==> src/interval_timer_regs.vh <==
// register offsets, field positions and timing counts of the interval counter
`ifndef INTERVAL_TIMER_REGS_VH
`define INTERVAL_TIMER_REGS_VH
`define ADDR_CONTROL 8'hA1
`define ADDR_FRACTION 8'hA2
`define ADDR_SECONDS 8'hA3
`define ADDR_MINUTES 8'hA4
`define ADDR_HOURS 8'hA5
`define ADDR_COMPARE 8'hA6
`define CTRL_RESET 8'h00
`define BIT_TIME_CLOCK_ENABLE 0
`define BIT_INTERVAL_COUNT_ENABLE 1
`define BIT_MATCH 2
`define BIT_SINGLE 3
`define BIT_SEL_LO 4
`define BIT_SEL_HI 5
`define BIT_24H 6
`define FRACTION_MAX 8'h7F
`define SEC_MAX 8'h3B
`define MIN_MAX 8'h3B
`define HOUR24_MAX 8'h17
`define HOUR_MAX 8'hFF
`define SEL_FRACTION 2'h0
`define SEL_SECONDS 2'h1
`define SEL_MINUTES 2'h2
`define SEL_HOURS 2'h3
`define WAKE_VECTOR 16'h0053
`define XTAL_HZ 32768
`define TICK_HZ 128
`define XTAL_PER_TICK (`XTAL_HZ / `TICK_HZ)
`endif

==> src/interval_time_counter.v <==
// interval time counter with time registers and special function registers
// How it works
// intervals from one 1/128 s tick to 256 hours
// everything runs on the crystal clock
// counting continues while core is powered down
// register accesses are taken on the crystal clock
// interval counter steps on selected register overflow
// compare match sets flag bit 2, interrupt
// enabled match in power-down wakes to vector
// time registers writable to preset current time
// six registers, control at A1, resets zero
// select 00 tick, 01 sec, 10 min, 11 hour
// single mode clears enable, else auto reload
// clock enable low stops, restores written values
// fraction counts 0..127 then steps seconds
`timescale 1ns/1ps
`include "interval_timer_regs.vh"
module interval_time_counter #(
	parameter XTAL_PER_TICK = `XTAL_PER_TICK
) (
	input wire ref_clk,
	input wire rst,
	input wire [7:0] sfr_addr,
	input wire sfr_wr,
	input wire sfr_rd,
	input wire [7:0] sfr_wdata,
	output reg [7:0] sfr_rdata,
	output wire sfr_hit,
	input wire interval_int_enable,
	input wire power_down,
	output wire interval_irq,
	output wire wake_up,
	output wire [15:0] wake_vector
);
	reg [7:0] ctrl_r;
	reg [7:0] fraction_second_count;
	reg [7:0] sec_r;
	reg [7:0] min_r;
	reg [7:0] hour_r;
	reg [7:0] fraction_wr_r;
	reg [7:0] sec_wr_r;
	reg [7:0] min_wr_r;
	reg [7:0] hour_wr_r;
	reg [7:0] interval_compare_value;
	reg [7:0] interval_timer;
	reg pd_s1_r;
	reg pd_s2_r;
	reg ie_s1_r;
	reg ie_s2_r;
	wire tick;
	wire time_clock_enable = ctrl_r[`BIT_TIME_CLOCK_ENABLE];
	wire interval_count_enable = ctrl_r[`BIT_INTERVAL_COUNT_ENABLE];
	wire interval_match_flag = ctrl_r[`BIT_MATCH];
	wire single_interval_mode = ctrl_r[`BIT_SINGLE];
	wire [1:0] timebase_sel = {ctrl_r[`BIT_SEL_HI], ctrl_r[`BIT_SEL_LO]};
	wire hour24 = ctrl_r[`BIT_24H];
	wire [7:0] hour_max = hour24 ? `HOUR24_MAX : `HOUR_MAX;

	function sel;
		input [7:0] a;
		input [7:0] want;
		begin
			sel = (a == want);
		end
	endfunction

	// next value of a time register: wraps to zero on its own overflow
	function [7:0] wrap_inc;
		input [7:0] v;
		input wrap;
		begin
			wrap_inc = wrap ? 8'h00 : v + 8'h01;
		end
	endfunction

	tick_divider #(.DIV(XTAL_PER_TICK)) u_div (
		.ref_clk(ref_clk),
		.rst(rst),
		.run(time_clock_enable),
		.tick(tick)
	);

	// overflow chain of the time registers
	// a preset above the limit wraps at the next carry instead of at 255
	wire ov_frac = tick && fraction_second_count == `FRACTION_MAX;
	wire ov_sec = ov_frac && sec_r >= `SEC_MAX;
	wire ov_min = ov_sec && min_r >= `MIN_MAX;
	wire ov_hour = ov_min && hour_r >= hour_max;
	reg step;
	always @* begin
		case (timebase_sel)
			`SEL_FRACTION: step = tick;
			`SEL_SECONDS: step = ov_frac;
			`SEL_MINUTES: step = ov_sec;
			`SEL_HOURS: step = ov_min;
			default: step = 1'b0;
		endcase
	end
	// step the interval counter on the chosen overflow
	wire istep = step && interval_count_enable && time_clock_enable;
	wire [7:0] inext = interval_timer + 8'h01;
	wire match = istep && inext == interval_compare_value;

	// register write strobes, one per address
	wire wr_ctrl = sfr_wr && sel(sfr_addr, `ADDR_CONTROL);
	wire wr_cmp = sfr_wr && sel(sfr_addr, `ADDR_COMPARE);
	wire time_wr_ok = sfr_wr && !time_clock_enable;
	wire wr_frac = time_wr_ok && sel(sfr_addr, `ADDR_FRACTION);
	wire wr_sec = time_wr_ok && sel(sfr_addr, `ADDR_SECONDS);
	wire wr_min = time_wr_ok && sel(sfr_addr, `ADDR_MINUTES);
	wire wr_hour = time_wr_ok && sel(sfr_addr, `ADDR_HOURS);
	// bit 7 is not implemented and always reads back as zero
	wire [7:0] ctrl_wr_val = {1'b0, sfr_wdata[6:0]};
	wire [7:0] frac_wr_val = {1'b0, sfr_wdata[6:0]};

	always @(posedge ref_clk or posedge rst) begin
		if (rst) begin
			ctrl_r <= `CTRL_RESET;
			interval_compare_value <= 8'h00;
		end else begin
			if (wr_ctrl) begin
				ctrl_r <= ctrl_wr_val;
				// a match landing on a clearing write keeps the flag
				if (match)
					ctrl_r[`BIT_MATCH] <= 1'b1;
			end else if (match) begin
				ctrl_r[`BIT_MATCH] <= 1'b1;
				if (single_interval_mode)
					ctrl_r[`BIT_INTERVAL_COUNT_ENABLE] <= 1'b0;
			end
			if (wr_cmp)
				interval_compare_value <= sfr_wdata;
		end
	end

	// counter restarts from zero when disabled or after timeout
	always @(posedge ref_clk or posedge rst) begin
		if (rst)
			interval_timer <= 8'h00;
		else if (!interval_count_enable || match)
			interval_timer <= 8'h00;
		else if (istep)
			interval_timer <= inext;
	end

	// time registers; shadow copies hold the last software write
	// a write also lands in the live register at once, so a read
	// right behind it already returns the new value
	always @(posedge ref_clk or posedge rst) begin
		if (rst) begin
			fraction_second_count <= 8'h00;
			sec_r <= 8'h00;
			min_r <= 8'h00;
			hour_r <= 8'h00;
			fraction_wr_r <= 8'h00;
			sec_wr_r <= 8'h00;
			min_wr_r <= 8'h00;
			hour_wr_r <= 8'h00;
		end else if (!time_clock_enable) begin
			if (wr_frac)
				fraction_wr_r <= frac_wr_val;
			if (wr_sec)
				sec_wr_r <= sfr_wdata;
			if (wr_min)
				min_wr_r <= sfr_wdata;
			if (wr_hour)
				hour_wr_r <= sfr_wdata;
			fraction_second_count <= wr_frac ? frac_wr_val :
				fraction_wr_r;
			sec_r <= wr_sec ? sfr_wdata : sec_wr_r;
			min_r <= wr_min ? sfr_wdata : min_wr_r;
			hour_r <= wr_hour ? sfr_wdata : hour_wr_r;
		end else if (tick) begin
			fraction_second_count <= wrap_inc(fraction_second_count,
				ov_frac);
			if (ov_frac)
				sec_r <= wrap_inc(sec_r, ov_sec);
			if (ov_sec)
				min_r <= wrap_inc(min_r, ov_min);
			if (ov_min)
				hour_r <= wrap_inc(hour_r, ov_hour);
		end
	end

	// read data registered; unmapped reads give zero
	always @(posedge ref_clk or posedge rst) begin
		if (rst)
			sfr_rdata <= 8'h00;
		else if (sfr_rd) begin
			case (sfr_addr)
				`ADDR_CONTROL: sfr_rdata <= ctrl_r;
				`ADDR_FRACTION: sfr_rdata <= fraction_second_count;
				`ADDR_SECONDS: sfr_rdata <= sec_r;
				`ADDR_MINUTES: sfr_rdata <= min_r;
				`ADDR_HOURS: sfr_rdata <= hour_r;
				`ADDR_COMPARE: sfr_rdata <= interval_compare_value;
				default: sfr_rdata <= 8'h00;
			endcase
		end
	end
	// hit lets the core's register decoder route the six addresses here
	assign sfr_hit = sfr_addr >= `ADDR_CONTROL && sfr_addr <= `ADDR_COMPARE;

	// core-side levels come from another domain
	always @(posedge ref_clk or posedge rst) begin
		if (rst) begin
			pd_s1_r <= 1'b0;
			pd_s2_r <= 1'b0;
			ie_s1_r <= 1'b0;
			ie_s2_r <= 1'b0;
		end else begin
			pd_s1_r <= power_down;
			pd_s2_r <= pd_s1_r;
			ie_s1_r <= interval_int_enable;
			ie_s2_r <= ie_s1_r;
		end
	end
	// counting ignores power_down entirely so long sleeps are timed
	// the flag is a level that the core clears by writing bit 2 low
	assign interval_irq = interval_match_flag && ie_s2_r;
	assign wake_up = interval_irq && pd_s2_r;
	assign wake_vector = `WAKE_VECTOR;
endmodule

==> src/tick_divider.v <==
// divider making one-cycle 1/128 s tick enables from the crystal clock
`timescale 1ns/1ps
module tick_divider #(
	parameter DIV = 256
) (
	input wire ref_clk,
	input wire rst,
	input wire run,
	output reg tick
);
	reg [15:0] cnt_r;
	always @(posedge ref_clk or posedge rst) begin
		if (rst) begin
			cnt_r <= 16'h0000;
			tick <= 1'b0;
		end else if (!run) begin
			// stopping clears the phase so a restart gives a full first tick
			cnt_r <= 16'h0000;
			tick <= 1'b0;
		end else if (cnt_r == DIV - 1) begin
			cnt_r <= 16'h0000;
			tick <= 1'b1;
		end else begin
			cnt_r <= cnt_r + 16'h0001;
			tick <= 1'b0;
		end
	end
endmodule

==> config.mk <==
export PLATFORM = sky130hd
export DESIGN_NAME = interval_time_counter
export DESIGN_NICKNAME = d
export VERILOG_FILES = /design/src/interval_time_counter.v /design/src/tick_divider.v
export VERILOG_INCLUDE_DIRS = /design/src
export SDC_FILE = /design/constraint.sdc
export NUM_CORES = 1
export LEC_CHECK = 0
export BUFFER_PORTS_ARGS = -buffer_cell sky130_fd_sc_hd__buf_4
export CELL_PAD_IN_SITES_DETAIL_PLACEMENT = 0
export CELL_PAD_IN_SITES_GLOBAL_PLACEMENT = 1
export CORE_ASPECT_RATIO = 0.7
export CORE_MARGIN = 5
export CORE_UTILIZATION = 47
export DETAILED_ROUTE_END_ITERATION = 10
export MAX_ROUTING_LAYER = met4
export PLACE_DENSITY = 0.92
export SLEW_MARGIN = 20
export SYNTH_ARGS = -nofsm -noshare
export SYNTH_HDL_FRONTEND = slang
export SYNTH_SLANG_ARGS = --single-unit
==> constraint.sdc <==
create_clock -name ref_clk -period 4.4 [get_ports ref_clk]
set_clock_uncertainty 0.2 [all_clocks]
set_input_delay 0.88 -clock ref_clk [delete_from_list [all_inputs] [get_ports ref_clk]]
set_output_delay 0.88 -clock ref_clk [all_outputs]
set_load 0.005 [all_outputs]
-- Word-level counts from Yosys, hierarchy flattened
Index checks and enable logic that the tools add are counted.
- flip-flop bits (word level): 116
- bits in latches: 0
- memory bits (writable): 0
- memory bits (read-only): 0
- input port bits: 22
- output and inout port bits: 27
- word-level logic and storage cells: 107
- memories kept: 0
- $add $sub $neg: 6
- multiply operators: 0
- div/mod/pow operators: 0
- $lt $le $gt $ge: 5
- eq/ne operators: 16
- shift-type cells: 0
- multiplexer cells: 32
- bitwise logic cells: 0
- reductions and logical operators: 28
- operator list (cell ; number):
    $mux W8 ; 22
    $eq A8 B8 Y1 const B ; 6
    $pmux W8 S6 ; 1
    $add A8 B1 Y8 const B ; 5
    $mux W16 ; 2
    $logic_and A1 B1 Y1 ; 17
    $add A16 B1 Y16 const B ; 1
    $eq A16 B8 Y1 const B ; 1
    $ge A8 B6 Y1 const B ; 2
    $eq A8 B7 Y1 const B ; 1
    $eq A8 B8 Y1 ; 1
    $ge A8 B8 Y1 ; 1
    $ge A8 B8 Y1 const B ; 1
    $le A8 B8 Y1 const B ; 1
    $ne A2 B1 Y1 const B ; 4
    $reduce_and A2 Y1 ; 4
    $reduce_bool A2 Y1 ; 3
    $eq A2 B2 Y1 const B ; 2
    $mux W1 ; 4
    $mux W2 ; 2
    $pmux W1 S4 ; 1
    $eq A2 B1 Y1 const B ; 1
    $logic_not A1 Y1 ; 2
    $logic_not A2 Y1 ; 1
    $logic_or A1 B1 Y1 ; 1

-- Logic depth before layout (Yosys ltp)
- depth after elaboration: 10
- gate-level depth with buffers: 9
- gate-level depth less buffers: 7

-- Modules after synthesis
Synthesis repeated with hierarchy kept, for this count alone.
- cells, all modules: 679
- area total of the unflattened synthesis: 6364.9 um^2
- by module, submodules not included (module ; instances ; cells an instance ; area an instance (um^2) ; sequential area each (um^2)):
    interval_time_counter ; 1 ; 601 ; 5557.8 ; 2477.4
    tick_divider ; 1 ; 78 ; 807.0 ; 425.4

-- Worst setup path after synthesis
Ideal clock, no wire load.
- kind: input-to-output
- start: input sfr_addr[0]
- end: output sfr_hit
- arrival time: 1997 ps
- data required time: 3320 ps
- path slack: 1323 ps
- stages: 6
- buffers on the path: 2
- path through: clkbuf_1 -> buf_1 -> nor2_1 -> a21oi_1 -> nor2_1 -> a311oi_1
- cells in the longest elaborated chain, start to end: 2
- elaborated cells between the ends (all ways): 3
- classes of those cells: 2 x order compare; 1 x reduce/logical
- ends and longest elaborated chain (what ; RTL line ; text):
    from (decl) ; interval_time_counter.v:23 ; input wire [7:0] sfr_addr,
    $ge A8 B8 Y1 (no line) or $le A8 B8 Y1 (tied branches) ; n/a ;
    $logic_and A1 B1 Y1 (no line) * ; n/a ;
    to (decl) ; interval_time_counter.v:28 ; output wire sfr_hit,
Every way passes the cells marked *; elsewhere a longest branch is shown, timed or not.

-- Final worst setup path
- start: register sec_r[0]
- end: register interval_timer[0]
- cells in the longest elaborated chain, start to end: 9
- elaborated cells between the ends (all ways): 10
- classes of those cells: 1 x order compare; 2 x mux; 7 x reduce/logical
- ends and longest elaborated chain (what ; RTL line ; text):
    from (decl) ; interval_time_counter.v:37 ; reg [7:0] sec_r;
    from (signal assigned) ; interval_time_counter.v:170 ; sec_r <= wr_sec ? sfr_wdata : sec_wr_r;
    from (signal assigned) ; interval_time_counter.v:177 ; sec_r <= wrap_inc(sec_r, ov_sec);
    $ge A8 B6 Y1 (no line) * ; n/a ;
    $logic_and A1 B1 Y1 (no line) * ; n/a ;
    $logic_and A1 B1 Y1 (no line) ; n/a ;
    $pmux W1 S4 * ; interval_time_counter.v:91 ; case (timebase_sel)
    $logic_and A1 B1 Y1 * (2 in series) ; interval_time_counter.v:100 ; wire istep = step && interval_count_enable && time_clock_enable;
    $logic_and A1 B1 Y1 ; interval_time_counter.v:102 ; wire match = istep && inext == interval_compare_value;
    $logic_or A1 B1 Y1 ; interval_time_counter.v:140 ; else if (!interval_count_enable || match)
    $mux W8 or $reduce_bool A2 Y1 (tied branches) ; n/a ;
    to (signal assigned) ; interval_time_counter.v:143 ; interval_timer <= inext;
    to (decl) ; interval_time_counter.v:45 ; reg [7:0] interval_timer;
Marks and branches as above.
A chain may end at the register's enable or synchronous reset.

==> reports/qor.csv <==
stage,metric,value,unit
final_layout,final_cell_mix,"dfrtp_1, nand2_1, nor2_1",
sta,fmax,302.8,MHz
sta,worst_slew_pin_slew,1006,ps
sta,hold_violations,0,
floorplan,fp.dieH,106.8,um
final_layout,layout_commonest_cell,dfrtp_1,
grt,use_met3,6.929,%
hold_path,whs_endpoint,ie_s2_r,
grt,grt_use_met1,31.18,%
floorplan,rows,35,
detailed_routing,antenna_left,0,
hold_path,worstHoldPathCells,0,
floorplan,die_x,148.3,um
detailed_routing,wirelength,16500,um
setup_path,cp_slowest_cell,a2111oi_2,
clocking,cts_tree,built,
detailed_routing,num_vias,5166,
clocking,ctsResizeCount,0,
placed_design,port_buffers,32,
sta,finalCritPeriodShare,75.05,%
placed_design,place_congestion,0.9159,
final_layout,num_antenna_cells,0,
status,status,"complete, no violations",
yosys,synthFlopType,dfrtp_1,
detailed_routing,dr.pass1.iters,6,
yosys,async_flop_share,100.0,%
final_layout,syn_to_final_growth,14.06,%
final_layout,final_nets,703,
detailed_routing,wire_per_inst,19.41,um
grt,top_usage_layer,met2,
hold_path,hold_class,reg2reg,
yosys,yosys.cell_types.count,65,
floorplan,ioPinCount,49,
floorplan,core,13140,um^2
grt,grt_max_degree,80,
clocking,cts_root_buf,clkbuf_16,
floorplan,initial_core_util,47.89,%
grt,grt_pass1_wl,27020,um
clocking,numCtsBuffers,17,
yosys,ys_ff_latch,116,
setup_path,reg2reg_slack,1100,ps
yosys,yosysWarnings,0,
grt,grtUsageTotal,22.38,%
grt,grt_overflow_total,0,
final_layout,drive_above_1_share,17.54,%
yosys,synthCells,650,
yosys,synth-seq-area-share,46.14,%
power_and_ir_drop,power_density,395.3,nW/um^2
grt,grtUsageMet2,31.49,%
clocking,clk_latency,420,ps
sta,period_needed,3302,ps
clocking,clkTransAtPathRegs,50,ps
setup_path,end_kind,flip-flop,
grt,grt_pass1_vias,4997,
final_layout,final_util,54.62,%
sta,slew_viol_final,0,
setup_path,slowest_delay,850,ps
detailed_routing,vias_per_cell,6.078,
power_and_ir_drop,power.leakage,3.145,nW
floorplan,die_area,15840,um^2
grt,antenna_found_initial,0,
setup_path,cp_max_fo,11,
clocking,h-tree-depth,4,
clocking,hold_buffers,0,
placed_design,hpwlAfterDp,11370,um
setup_path,path_cells,ha_1 -> o2111ai_1 -> a2111oi_2 -> a21oi_1 -> and2_1 -> mux2_2,
setup_path,r2r_start,sec_r[0],
setup_path,rr_worst_depth,6,
yosys,syn_avg_cell_area,9.679,um^2
clocking,cts.path.max_buffers,2,
clocking,postCtsSetupRepairBufs,0,
setup_path,required,4500,ps
detailed_routing,drc,0,
flow_run,cap_violations,0,
hold_path,min_from,ie_s1_r,
sta,grt_setup_unrepaired,false,
sta,relSlewSlack,32.41,%
setup_path,worst-setup-path-type,reg2reg,
setup_path,start_kind,flip-flop,
setup_path,crit_arrival,3400,ps
detailed_routing,drtIter0Drc,603,
sta,fin_setup_tns,0,ps
clocking,clock_sinks,116,
yosys,synth-edff-count,0,
setup_path,timing.rr.end,interval_timer[0],
sta,setup_viol_count_final,0,
yosys,syn_area,6291,um^2
power_and_ir_drop,ir_worst_vdd,0.2437,mV
[sequential cells by signal, indices dropped and copies added, names as in the netlist]
register / count
ctrl_r: 7
fraction_second_count: 8
fraction_wr_r: 8
hour_r: 8
hour_wr_r: 8
ie_s1_r: 1
ie_s2_r: 1
interval_compare_value: 8
interval_timer: 8
min_r: 8
min_wr_r: 8
pd_s1_r: 1
pd_s2_r: 1
sec_r: 8
sec_wr_r: 8
sfr_rdata: 8
u_div.cnt_r: 16
u_div.tick: 1
[per-stage QoR]
step	cells	instance area [um^2]	hold slack, ps	total power, W	worst slack [ps]
CTS	850	7176	151.8	0.002846	1313
floorplan	664	6344	131.2	0.001408	247.6
global placement	818	6604	135.0	0.001495	951.3
detailed placement	818	6604	140.2	0.001510	905.7
global route	850	7176	162.7	0.002956	1001
finish	850	7176	150.6	0.002837	1098
[layout make-up]
class | instances | area [um^2]
fillers | 1133 | 5962
well taps | 166 | 207.7
flip-flops and latches | 116 | 2903
clock buffers | 23 | 467.9
inverters | 15 | 58.81
repair buffers | 38 | 297.8
multi-input cells | 483 | 3137
clock inverters | 9 | 103.9
[critical path: cells and delay by family (launching register included)]
kind	cells	cell delay, ps
mux	1	290
flops	1	450
compound gates	3	1560
fa+ha+maj	1	260
simple gates	1	420
[cell usage after synthesis, drive strengths merged (3+ instances only)]
| cell | count | area (um^2) |
|---|---|---|
| ha | 10 | 125.1 |
| a222oi | 6 | 60.06 |
| a221oi | 7 | 61.31 |
| nor3 | 10 | 55.05 |
| nand2 | 60 | 225.2 |
| or2 | 4 | 25.02 |
| o21a | 4 | 30.03 |
| mux2i | 11 | 110.1 |
| o2111ai | 4 | 35.03 |
| o211ai | 4 | 30.03 |
| nor2b | 5 | 31.28 |
| xor2 | 11 | 96.34 |
| nor4 | 6 | 58.80 |
| clkbuf | 28 | 105.1 |
| a211oi | 6 | 45.04 |
| or3 | 3 | 20.02 |
| mux2 | 36 | 405.4 |
| nor2 | 60 | 227.7 |
| a21o | 10 | 76.32 |
| a22oi | 17 | 127.6 |
| o22ai | 4 | 25.02 |
| xnor2 | 15 | 131.4 |
| nand4 | 3 | 18.77 |
| and3 | 13 | 86.33 |
| dfrtp | 116 | 2903 |
| and2 | 8 | 50.05 |
| nor3b | 6 | 45.04 |
| inv | 15 | 56.30 |
| o2bb2ai | 3 | 26.28 |
| or4 | 3 | 22.52 |
| buf | 22 | 147.7 |
| a21oi | 29 | 145.1 |
| o21ai | 32 | 160.2 |
| nand3 | 35 | 175.2 |
| a31oi | 13 | 81.33 |
| nand2b | 10 | 62.56 |
[worst max path at each step]
stage                     cells after the start        start                       end
after detailed placement                      7  sfr_addr[0]  fraction_second_count[6]
after global placement                        7  sfr_addr[0]  fraction_second_count[6]
after CTS                                     7  sfr_addr[0]  fraction_second_count[6]
final                                         6     sec_r[0]         interval_timer[0]
after global routing                          6     sec_r[0]         interval_timer[0]
after floorplan                               1          rst                 ctrl_r[0]
[where the power goes]
part / total [W] / internal, W / switching [W] / leakage (nW)
combinational: 0.000291 / 0.000117 / 0.000174 / 1.35
clock: 0.00134 / 0.000858 / 0.000480 / 0.277
sequential: 0.00121 / 0.00114 / 0.0000712 / 1.52
total: 0.00284 / 0.00211 / 0.000725 / 3.15
[metal layers]
metal  up-vias  part of all wire (%)
met5         -                     0
met1      2559                    46
li1       2371                     -
met2       210                    44
met3        26                   8.8
met4         0                   1.5
[cell families (layout without fill, tap and decap cells)]
kind of cell	after synthesis	after routing	share of synthesized area, %
AOI/OAI and AO/OA	150	150	15.99
xor gates and xnor gates	26	26	3.620
adders and majority gates	10	10	1.989
buffers and inverters	65	85	4.913
DFF	116	116	46.14
muxes	47	47	8.194
other	2	16	0.1194
and+or+nand+nor	234	234	19.03
Note: power is estimated with default switching activity, not from simulation.
